==> src/hw/ivp_pkg.sv <==
// Constants and types for interrupt vector priority resolution
package ivp_pkg;

  localparam int IVP_VEC_W = 6;
  localparam int IVP_LVL_W = 2;
  localparam int IVP_ADDR_W = 21;
  localparam int IVP_NUM_VEC_DEF = 53;
  localparam int IVP_NUM_VEC_MIN = 17;
  localparam int IVP_NUM_VEC_MAX = 64;

  // Vector numbers
  localparam logic [IVP_VEC_W-1:0] IVP_VEC_CHIP_RST = 6'h00;
  localparam logic [IVP_VEC_W-1:0] IVP_VEC_WDOG_RST = 6'h01;
  localparam int IVP_VEC_FIXED_LO = 2;
  localparam int IVP_VEC_FIXED_HI = 5;
  localparam int IVP_VEC_DBG_LO = 6;
  localparam int IVP_VEC_DBG_HI = 10;
  localparam int IVP_VEC_SWI2 = 11;
  localparam int IVP_VEC_SWI1 = 12;
  localparam int IVP_VEC_SWI0 = 13;
  localparam int IVP_VEC_RSVD = 14;
  localparam int IVP_VEC_LOW_VOLTAGE = 15;
  localparam int IVP_VEC_PLL = 16;
  localparam int IVP_VEC_PERIPH_LO = 17;

  // Priority levels
  localparam logic [IVP_LVL_W-1:0] IVP_LVL_0 = 2'h0;
  localparam logic [IVP_LVL_W-1:0] IVP_LVL_1 = 2'h1;
  localparam logic [IVP_LVL_W-1:0] IVP_LVL_2 = 2'h2;
  localparam logic [IVP_LVL_W-1:0] IVP_LVL_3 = 2'h3;

  // Two words per table entry
  localparam int IVP_ENTRY_SHIFT = 1;

  // Reset values
  localparam logic [IVP_ADDR_W-1:0] IVP_ADDR_RST = 21'h00000;

  typedef struct packed {
    logic valid;
    logic [IVP_VEC_W-1:0] vector;
    logic [IVP_LVL_W-1:0] level;
    logic [IVP_ADDR_W-1:0] addr;
  } ivp_grant_t;

  localparam ivp_grant_t IVP_GRANT_RST = '{valid: 1'b0, vector: 6'h00, level: 2'h0, addr: 21'h00000};

  typedef enum logic [1:0] {
    IVP_ST_BOOT = 2'b01,
    IVP_ST_RUN = 2'b10
  } ivp_state_t;

endpackage

==> src/hw/ivp_arbiter.sv <==
// Interrupt priority arbiter and vector fetch address generator
// How it works
// - Any pending higher-level request beats every pending lower-level request.
// - Within one level, the smallest vector number wins.
// - Fetch address is computed from the software-set table base.
// - After reset, fetch vector 0 for chip reset, 1 for watchdog reset.
// - Vectors 2 to 5 always run at level 3.
// - Debug vectors 6 to 10 accept programmed levels 1 to 3.
// - Low-voltage vector 15 and PLL vector 16 accept levels 1 to 3.
// - Peripheral vectors 17 and up accept levels 0 to 2 only.
// - Each entry is two words: address is base plus twice vector.
`timescale 1ns/1ps
module ivp_arbiter
  import ivp_pkg::*;
#(
  parameter int NUM_VEC = IVP_NUM_VEC_DEF
) (
  input wire logic clk_sys,
  input wire logic sys_rst,
  input wire logic [NUM_VEC-1:0] irq_req,
  input wire logic [NUM_VEC-1:0] irq_enable,
  input wire logic [NUM_VEC-1:0][IVP_LVL_W-1:0] irq_level,
  input wire logic [IVP_ADDR_W-1:0] vector_table_base,
  input wire logic wdog_reset_cause,
  output ivp_grant_t grant,
  output logic reset_fetch,
  output logic [IVP_VEC_W-1:0] reset_vector,
  output logic [IVP_ADDR_W-1:0] reset_addr
);

  if (NUM_VEC < IVP_NUM_VEC_MIN || NUM_VEC > IVP_NUM_VEC_MAX) begin : g_bad_num
    $error("NUM_VEC out of supported range");
  end

  logic [NUM_VEC-1:0] elig;
  logic [NUM_VEC-1:0][IVP_LVL_W-1:0] eff_lvl;
  ivp_grant_t grant_next;
  ivp_state_t state_reg;
  logic reset_fetch_next;
  logic [IVP_VEC_W-1:0] reset_vector_next;

  // Per-vector class decides the effective level and whether it may compete
  for (genvar v = 0; v < NUM_VEC; v++) begin : g_vec
    logic lvl_ok;
    always_comb begin
      lvl_ok = 1'b0;
      eff_lvl[v] = irq_level[v];
      if (v >= IVP_VEC_FIXED_LO && v <= IVP_VEC_FIXED_HI) begin
        eff_lvl[v] = IVP_LVL_3;
        lvl_ok = 1'b1;
      end else if (v >= IVP_VEC_DBG_LO && v <= IVP_VEC_DBG_HI) begin
        lvl_ok = (irq_level[v] != IVP_LVL_0);
      end else if (v == IVP_VEC_SWI2) begin
        eff_lvl[v] = IVP_LVL_2;
        lvl_ok = 1'b1;
      end else if (v == IVP_VEC_SWI1) begin
        eff_lvl[v] = IVP_LVL_1;
        lvl_ok = 1'b1;
      end else if (v == IVP_VEC_SWI0) begin
        eff_lvl[v] = IVP_LVL_0;
        lvl_ok = 1'b1;
      end else if (v == IVP_VEC_LOW_VOLTAGE || v == IVP_VEC_PLL) begin
        lvl_ok = (irq_level[v] != IVP_LVL_0);
      end else if (v >= IVP_VEC_PERIPH_LO) begin
        lvl_ok = (irq_level[v] != IVP_LVL_3);
      end
      // Reset slots and the reserved slot never compete
      elig[v] = irq_req[v] && irq_enable[v] && lvl_ok;
    end
  end

  // Walk from the top vector down so an equal level lets the smaller vector take over
  always_comb begin
    grant_next = IVP_GRANT_RST;
    for (int i = NUM_VEC - 1; i >= 0; i--) begin
      if (elig[i] && (!grant_next.valid || eff_lvl[i] >= grant_next.level)) begin
        grant_next.valid = 1'b1;
        grant_next.vector = IVP_VEC_W'(i);
        grant_next.level = eff_lvl[i];
      end
    end
    // Entry is two words; handler targets beyond 21 bits cannot be reached
    grant_next.addr = vector_table_base
      + (IVP_ADDR_W'(grant_next.vector) << IVP_ENTRY_SHIFT);
  end

  // Re-evaluated every cycle; the core samples whatever is current
  always_ff @(posedge clk_sys or posedge sys_rst) begin
    if (sys_rst) begin
      grant <= IVP_GRANT_RST;
    end else begin
      grant <= grant_next;
    end
  end

  // Reset cause is caught on the first edge after release, never under reset
  always_comb begin
    reset_fetch_next = 1'b0;
    reset_vector_next = reset_vector;
    unique case (state_reg)
      IVP_ST_BOOT: begin
        reset_fetch_next = 1'b1;
        reset_vector_next = wdog_reset_cause ? IVP_VEC_WDOG_RST : IVP_VEC_CHIP_RST;
      end
      IVP_ST_RUN: begin
        reset_fetch_next = 1'b0;
      end
    endcase
  end

  always_ff @(posedge clk_sys or posedge sys_rst) begin
    if (sys_rst) begin
      state_reg <= IVP_ST_BOOT;
    end else begin
      state_reg <= IVP_ST_RUN;
    end
  end

  always_ff @(posedge clk_sys or posedge sys_rst) begin
    if (sys_rst) begin
      reset_fetch <= 1'b0;
      reset_vector <= IVP_VEC_CHIP_RST;
      reset_addr <= IVP_ADDR_RST;
    end else begin
      reset_fetch <= reset_fetch_next;
      reset_vector <= reset_vector_next;
      if (state_reg == IVP_ST_BOOT) begin
        // Entries 0 and 1 must hold jumps, which software guarantees
        reset_addr <= vector_table_base
          + (IVP_ADDR_W'(reset_vector_next) << IVP_ENTRY_SHIFT);
      end
    end
  end

  // Checks on the arbitration outcome, per vector
  for (genvar v = 0; v < NUM_VEC; v++) begin : g_chk
    level_order_a: assert property (@(posedge clk_sys) disable iff (sys_rst)
      elig[v] |=> grant.valid && grant.level >= $past(eff_lvl[v]))
      else $error("granted level below a pending request");
    same_level_a: assert property (@(posedge clk_sys) disable iff (sys_rst)
      elig[v] ##1 (grant.level == $past(eff_lvl[v])) |-> grant.vector <= IVP_VEC_W'(v))
      else $error("larger vector won at equal level");
    winner_elig_a: assert property (@(posedge clk_sys) disable iff (sys_rst)
      ##1 (grant.valid && grant.vector == IVP_VEC_W'(v))
        |-> $past(elig[v]) && grant.level == $past(eff_lvl[v]))
      else $error("winner was not eligible or carries the wrong level");
    if (v >= IVP_VEC_FIXED_LO && v <= IVP_VEC_FIXED_HI) begin : g_fix
      fixed_level_a: assert property (@(posedge clk_sys) disable iff (sys_rst)
        (irq_req[v] && irq_enable[v]) |=> grant.level == IVP_LVL_3)
        else $error("fixed vector not at level 3");
    end
    if ((v >= IVP_VEC_DBG_LO && v <= IVP_VEC_DBG_HI)) begin : g_dbg
      debug_range_a: assert property (@(posedge clk_sys) disable iff (sys_rst)
        (irq_req[v] && irq_enable[v] && irq_level[v] == IVP_LVL_0)
          |=> !(grant.valid && grant.vector == IVP_VEC_W'(v)))
        else $error("debug vector granted at level 0");
      debug_legal_a: assert property (@(posedge clk_sys) disable iff (sys_rst)
        (irq_req[v] && irq_enable[v] && irq_level[v] != IVP_LVL_0)
          |=> grant.valid && grant.level >= $past(irq_level[v]))
        else $error("debug request with legal level outranked by a lower level");
    end
    if (v >= IVP_VEC_SWI2 && v <= IVP_VEC_SWI0) begin : g_swi
      soft_level_a: assert property (@(posedge clk_sys) disable iff (sys_rst)
        (irq_req[v] && irq_enable[v]) |=> grant.valid && grant.level >= IVP_LVL_W'(IVP_VEC_SWI0 - v))
        else $error("software request outranked by a lower level");
    end
    if (v == IVP_VEC_LOW_VOLTAGE || v == IVP_VEC_PLL) begin : g_mon
      monitor_range_a: assert property (@(posedge clk_sys) disable iff (sys_rst)
        (irq_req[v] && irq_enable[v] && irq_level[v] != IVP_LVL_0) |=> grant.valid)
        else $error("monitor request with legal level not granted");
      monitor_refuse_a: assert property (@(posedge clk_sys) disable iff (sys_rst)
        (irq_req[v] && irq_enable[v] && irq_level[v] == IVP_LVL_0)
          |=> !(grant.valid && grant.vector == IVP_VEC_W'(v)))
        else $error("monitor vector granted at level 0");
    end
    if (v >= IVP_VEC_PERIPH_LO) begin : g_per
      periph_range_a: assert property (@(posedge clk_sys) disable iff (sys_rst)
        ##1 grant.valid && grant.vector == IVP_VEC_W'(v) |-> grant.level != IVP_LVL_3)
        else $error("peripheral granted at level 3");
      periph_legal_a: assert property (@(posedge clk_sys) disable iff (sys_rst)
        (irq_req[v] && irq_enable[v] && irq_level[v] != IVP_LVL_3)
          |=> grant.valid && grant.level >= $past(irq_level[v]))
        else $error("peripheral request with legal level outranked by a lower level");
    end
  end

  table_addr_a: assert property (@(posedge clk_sys) disable iff (sys_rst)
    ##1 grant.valid |-> grant.addr == $past(vector_table_base)
      + (IVP_ADDR_W'(grant.vector) << IVP_ENTRY_SHIFT))
    else $error("fetch address not base plus twice vector");

  disabled_out_a: assert property (@(posedge clk_sys) disable iff (sys_rst)
    ((irq_req & irq_enable) == '0) |=> !grant.valid)
    else $error("grant without any enabled request");

  // Reset slots are reached only through the reset path; the reserved slot is never granted
  reserved_slot_a: assert property (@(posedge clk_sys) disable iff (sys_rst)
    grant.valid |-> grant.vector != IVP_VEC_CHIP_RST && grant.vector != IVP_VEC_WDOG_RST
      && grant.vector != IVP_VEC_W'(IVP_VEC_RSVD) && int'(grant.vector) < NUM_VEC)
    else $error("reset or reserved slot granted as an interrupt");

  idle_zero_a: assert property (@(posedge clk_sys) disable iff (sys_rst)
    ##1 !grant.valid |-> grant.vector == '0 && grant.level == '0 && grant.addr == $past(vector_table_base))
    else $error("idle grant carries stale fields");

  reset_vector_a: assert property (@(posedge clk_sys) disable iff (sys_rst)
    reset_fetch |-> reset_vector == ($past(wdog_reset_cause) ? IVP_VEC_WDOG_RST : IVP_VEC_CHIP_RST)
      ##1 !reset_fetch [*2])
    else $error("reset fetch vector wrong or repeated");

  // Base sampled on the same edge as the reset cause
  reset_addr_a: assert property (@(posedge clk_sys) disable iff (sys_rst)
    reset_fetch |-> reset_addr == $past(vector_table_base) + (IVP_ADDR_W'(reset_vector) << IVP_ENTRY_SHIFT))
    else $error("reset fetch address not base plus twice vector");

  reset_hold_a: assert property (@(posedge clk_sys) disable iff (sys_rst)
    !reset_fetch |-> $stable(reset_vector) && $stable(reset_addr))
    else $error("reset vector moved outside the reset fetch");

endmodule

==> config.mk <==
export PLATFORM = sky130hd
export DESIGN_NAME = ivp_arbiter
export DESIGN_NICKNAME = d
export VERILOG_FILES = /design/src/hw/ivp_pkg.sv /design/src/hw/ivp_arbiter.sv
export SDC_FILE = /design/constraint.sdc
export NUM_CORES = 1
export LEC_CHECK = 0
export ABC_AREA = 1
export ABC_CLOCK_PERIOD_IN_PS = 5600
export BUFFER_PORTS_ARGS = -buffer_cell sky130_fd_sc_hd__buf_2
export CELL_PAD_IN_SITES_DETAIL_PLACEMENT = 1
export CELL_PAD_IN_SITES_GLOBAL_PLACEMENT = 1
export CORE_AREA = 2 2 148 150
export DETAILED_ROUTE_END_ITERATION = 10
export DIE_AREA = 0 0 150 152
export PLACE_DENSITY_LB_ADDON = 0.12
export REMOVE_ABC_BUFFERS = 1
export SYNTH_ARGS = -nofsm -noshare
export SYNTH_HDL_FRONTEND = slang
export SYNTH_SLANG_ARGS = --single-unit
export TNS_END_PERCENT = 20
==> constraint.sdc <==
create_clock -name clk_sys -period 5.6 [get_ports clk_sys]
set_input_delay 0.84 -clock clk_sys [delete_from_list [all_inputs] [get_ports clk_sys]]
set_output_delay 0.84 -clock clk_sys [all_outputs]
set_load 0.01 [all_outputs]
==> results of run 1 <==
==> synth_stat cells, types with 2 or more instances <==
library cell  number  area share
o21ai_0           80       0.052
o21bai_2           3      0.0044
nor3_1            10      0.0065
a21oi_1           46       0.030
o211a_1            4      0.0052
o21bai_1           2      0.0020
nor2_1            89       0.043
inv_2              6      0.0029
o21ai_1            5      0.0033
nor4_1             7      0.0057
nand3_2           38       0.050
clkbuf_1           5      0.0024
nand2_1          257        0.13
or2_2              2      0.0016
or3b_2             2      0.0023
nand2_4            2      0.0029
ha_1              64        0.10
nand2_2           93       0.076
inv_1            245        0.12
conb_1             2     0.00098
a31oi_1           10      0.0081
dfrtp_1           59        0.19
nand4_1            7      0.0057
nand3_1           87       0.057
o211ai_1          26       0.025
nand3b_1           6      0.0059
fa_1               2      0.0052
o21ai_2            4      0.0046
xnor2_1            3      0.0034
and2_1             7      0.0057
xor2_1            23       0.026
==> stage by stage <==
| step | util | worst slack [ns] | instance area, sq um |
|---|---|---|---|
| 3_5_place_dp | 0.552 | -36.98 | 11800 |
| 3_3_place_gp | 0.552 | -34.06 | 11800 |
| 2_1_floorplan | - | -32.58 | 7660 |
==> logic make-up after synthesis <==
kind of cell | Yosys count | share of synthesized area
compound gates | 188 | 0.145
xor+xnor | 26 | 0.0297
fa+ha+maj | 66 | 0.109
buf+inv | 257 | 0.126
flops | 60 | 0.196
other cells | 2 | 0.000978
simple gates | 611 | 0.393
==> impl_metrics.env, run 1 <==
export IMPL_die_w_um=150
export IMPL_synth_flop_cell="dfrtp_1"
export IMPL_finalWeightedCongestion=0.809
export IMPL_dp_hpwl_um=24700
export IMPL_syn_area_per_cell_sq_um=6.35
export IMPL_cts_path_max_buffers=2
export IMPL_fp_row_count=54
export IMPL_syn_area_sq_mm=0.00768
export IMPL_synthCells=1210
export IMPL_die_h_um=152
export IMPL_hold_buffers=0
export IMPL_ys_ff_latch=60
export IMPL_htree_levels=3
export IMPL_synth_edff_count=0
export IMPL_yosysWarnings=0
export IMPL_dp_cells=2078
export IMPL_synthDistinctLibCells=45
export IMPL_ys_seq_area_frac=0.196
export IMPL_port_buffers=267
export IMPL_numCtsBuffers=9
export IMPL_failed_stage="clock tree synthesis (4_1_cts)"
export IMPL_initial_core_util=0.360
export IMPL_cts_root_buf="clkbuf_16"
export IMPL_async_flop_share=1.00
export IMPL_status="did not finish"
export IMPL_io_pins=294
export IMPL_cts_sinks=60
export IMPL_cts_resized=255
export IMPL_error_line="[ERROR DPL-0033] detailed placement checks failed during check placement."
export IMPL_post_cts_buffers=220
==> inputs of run 2 (changes only) <==
--- a/config.mk
+++ b/config.mk
@@ -8,12 +8,10 @@
 export ABC_AREA = 1
 export ABC_CLOCK_PERIOD_IN_PS = 5600
 export BUFFER_PORTS_ARGS = -buffer_cell sky130_fd_sc_hd__buf_2
-export CELL_PAD_IN_SITES_DETAIL_PLACEMENT = 1
-export CELL_PAD_IN_SITES_GLOBAL_PLACEMENT = 1
-export CORE_AREA = 2 2 148 150
+export CORE_AREA = 2 2 142 144
 export DETAILED_ROUTE_END_ITERATION = 10
-export DIE_AREA = 0 0 150 152
-export PLACE_DENSITY_LB_ADDON = 0.12
+export DIE_AREA = 0 0 144 146
+export PLACE_DENSITY_LB_ADDON = 0.15
 export REMOVE_ABC_BUFFERS = 1
 export SYNTH_ARGS = -nofsm -noshare
 export SYNTH_HDL_FRONTEND = slang
==> impl_metrics.env, run 2 <==
export IMPL_timing_critical_path_mode_cell="nand2_2"
export IMPL_worstSetupEndpoint="grant[11]"
export IMPL_crit_arrival_ns=37.28
export IMPL_internal_power_mw=1.82
export IMPL_final_cell_mix="394 x buf_4, 265 x buf_2, 213 x inv_1"
export IMPL_path_class="in2reg"
export IMPL_startpoint_type="input port"
export IMPL_drive_gt1_frac=0.576
export IMPL_hold_buffers=0
export IMPL_synthDistinctLibCells=45
export IMPL_cts_tree="done"
export IMPL_ys_ff_latch=60
export IMPL_dp_hpwl_um=19700
export IMPL_vias=10111
export IMPL_io_pins=294
export IMPL_finalCritPeriodShare=6.62
export IMPL_fillCellCount=1573
export IMPL_yosys_area_share_xor_xnor=0.0297
export IMPL_die_h_um=146
export IMPL_synth_adder_area_share=0.109
export IMPL_finalWeightedCongestion=0.847
export IMPL_worst_slew_pin_slew_ns=0.739
export IMPL_min_path_type="reg2reg"
export IMPL_skew_ns=0.00912
export IMPL_syn_area_per_cell_sq_um=6.35
export IMPL_routed_wl_um=26200
export IMPL_p_seq_frac=0.171
export IMPL_synth_mux_area_frac=0
export IMPL_grt_pass1_wl_um=39400
export IMPL_synth_flop_cell="dfrtp_1"
export IMPL_synthMostInstantiatedCell="nand2_1"
export IMPL_fin_nets=2190
export IMPL_cts_sinks=60
export IMPL_r2r_slack_ns=1.59
export IMPL_fmax_mhz=27.0
export IMPL_fp_row_count=51
export IMPL_clk_pin_slew_worst_paths_ns=0.06
export IMPL_numCtsBuffers=9
export IMPL_worstPathMaxFanout=5
export IMPL_regMostFlops="grant"
export IMPL_vias_per_cell=4.68
export IMPL_final_common_cell="buf_4"
export IMPL_port_buffers=267
export IMPL_drtPass1Iterations=5
export IMPL_synthCells=1210
export IMPL_grt_max_degree=61
export IMPL_grt_pass1_vias=9436
export IMPL_timing_final_crit_period_ns=37.06
export IMPL_initial_core_util=0.397
export IMPL_synth_top_area_share=0.192
export IMPL_synth_simple_gate_area_frac=0.393
export IMPL_largestRegisters="grant (30), reset_addr (21), reset_vector (6)"
export IMPL_cts_root_buf="clkbuf_16"
export IMPL_htree_levels=3
export IMPL_cp_slowest_cell="or3b_4"
export IMPL_relSlewSlack=0.507
export IMPL_die_w_um=144
export IMPL_crit_path_end_kind="register"
export IMPL_clkPwrFrac=0.188
export IMPL_max_stage_delay_ns=0.40
export IMPL_status="finished with violations"
export IMPL_syn_to_final_growth_pct=81.7
export IMPL_peakVddDrop_uv=184
export IMPL_syn_area_sq_mm=0.00768
export IMPL_power_frac_comb=0.641
export IMPL_largest_register_ffs=30
export IMPL_pwr_density_cell_mw_per_mm2=213
export IMPL_switching_share=0.389
export IMPL_async_flop_share=1.00
export IMPL_synth_compound_area_frac=0.145
export IMPL_antenna_found_initial=3
export IMPL_power_switching_mw=1.16
export IMPL_reg2reg_from="state_reg[0]"
export IMPL_grt_ovfl_total=0
export IMPL_antenna_left=0
export IMPL_r2r_end="reset_addr[19]"
export IMPL_crit_start="irq_level[105]"
export IMPL_leakagePower_nw=7.98
export IMPL_rsz0062_at_grt="true"
export IMPL_finalPower_mw=2.98
export IMPL_drv_cap=0
export IMPL_avgRoutedWirePerCell_um=12.1
export IMPL_hold_viol_final=0
export IMPL_slew_viol_final=0
export IMPL_cts_path_max_buffers=2
export IMPL_setup_violations=29
export IMPL_ys_top_cells_by_count="257 x nand2_1, 245 x inv_1, 93 x nand2_2, 89 x nor2_1, 87 x nand3_1"
export IMPL_cp_data_required_time_ns=5.81
export IMPL_synth_top_family_by_area="simple AND/OR/NAND/NOR gates"
export IMPL_synth_area_leaders="dfrtp_1 19%, nand2_1 13%, inv_1 12%"
export IMPL_synth_edff_count=0
export IMPL_dieArea_sq_mm=0.0210
export IMPL_reg2reg_depth=24
export IMPL_ys_seq_area_frac=0.196
export IMPL_fin_ws_ns=-31.46
export IMPL_pre_cts_ws_ns=-35.54
export IMPL_drc=0
export IMPL_core_area_sq_mm=0.0193
export IMPL_grtUsageTotal=0.221
export IMPL_insertion_delay_ns=0.32
export IMPL_failed_checks="negative setup slack"
export IMPL_synth_top_area_cell="dfrtp_1"
export IMPL_drt_iter0_drc=301
export IMPL_yosysWarnings=0
run 2: cell counts after synthesis:
No cell type changed its count.
run 2: critical path: cells and delay by family:
family | cells | cell delay [ns]
simple gates | 177 | 14.78
fa+ha+maj | 44 | 11.40
compound gates | 83 | 7.11
buf+inv | 41 | 2.86
xor+xnor | 1 | 0.13
run 2: cell type report:
| type | count | area, sq um | area share |
|---|---|---|---|
| inverter | 252 | 951 | 0.0682 |
| multi-input combinational | 893 | 6420 | 0.460 |
| timing repair buffer | 672 | 4430 | 0.318 |
| tap | 265 | 332 | 0.0238 |
| clock buffer | 10 | 239 | 0.0171 |
| sequential | 60 | 1500 | 0.108 |
| clock inverter | 6 | 70.1 | 0.00502 |
| antenna | 2 | 5.00 | 0.000359 |
run 2: logic make-up after synthesis:
logic type	count (synthesis)
AO/OA/AOI/OAI	188
XOR/XNOR	26
adder cells (fa/ha/maj)	66
buffers and inverters	257
flip-flops	60
other	2
AND/OR/NAND/NOR	611
run 2: worst min path at each step:
stage / startpoint / endpoint / slack, ns / depth (start not counted)
finish: state_reg[1] / reset_fetch / 0.43 / 1
global placement: state_reg[1] / reset_fetch / 0.43 / 1
floorplan: state_reg[1] / reset_fetch / 0.41 / 1
detailed placement: state_reg[1] / reset_fetch / 0.43 / 1
CTS: state_reg[1] / reset_fetch / 0.43 / 1
global route: state_reg[1] / reset_fetch / 0.47 / 1
run 2: power by group through the flow:
stage               clock (mW)  combinational, mW  sequential [mW]
finish                   0.559               1.91            0.510
global route             0.582               2.10            0.518
CTS                      0.565               1.51            0.510
detailed placement           0               1.40            0.517
global placement             0               1.36            0.517
floorplan                    0              0.742            0.548
run 2: what timing repair did:
item | in CTS | in global routing
endpoints found under the setup margin | 29 | 29
buffers inserted | 31 | 62
pin swaps | 84 | 201
gates resized for setup | 109 | 266
run 2: metrics by stage:
step	hold slack (ns)	utilization	area, sq um	setup TNS (ns)	std cells
finish	0.428	0.722	14000	-865.74	2160
global placement	0.426	0.604	11700	-947.35	2050
CTS	0.431	0.646	12500	-884.65	2097
detailed placement	0.432	0.604	11700	-978.11	2050
global route	0.466	0.721	13900	-948.16	2159
floorplan	0.410	-	7660	-890.47	1205
run 2: per-layer routing:
layer | share of wire | routed length (um) | GRT usage | vias up
met1 | 0.40 | 10500 | 0.258 | 4592
met3 | 0.053 | 1390 | 0.0359 | 46
met2 | 0.53 | 13800 | 0.420 | 227
li1 | - | - | - | 5244
met4 | 0.018 | 463 | 0.0431 | 2
met5 | 0.00050 | 13 | 0 | -
No activity file was read; power rests on OpenSTA's default activity.
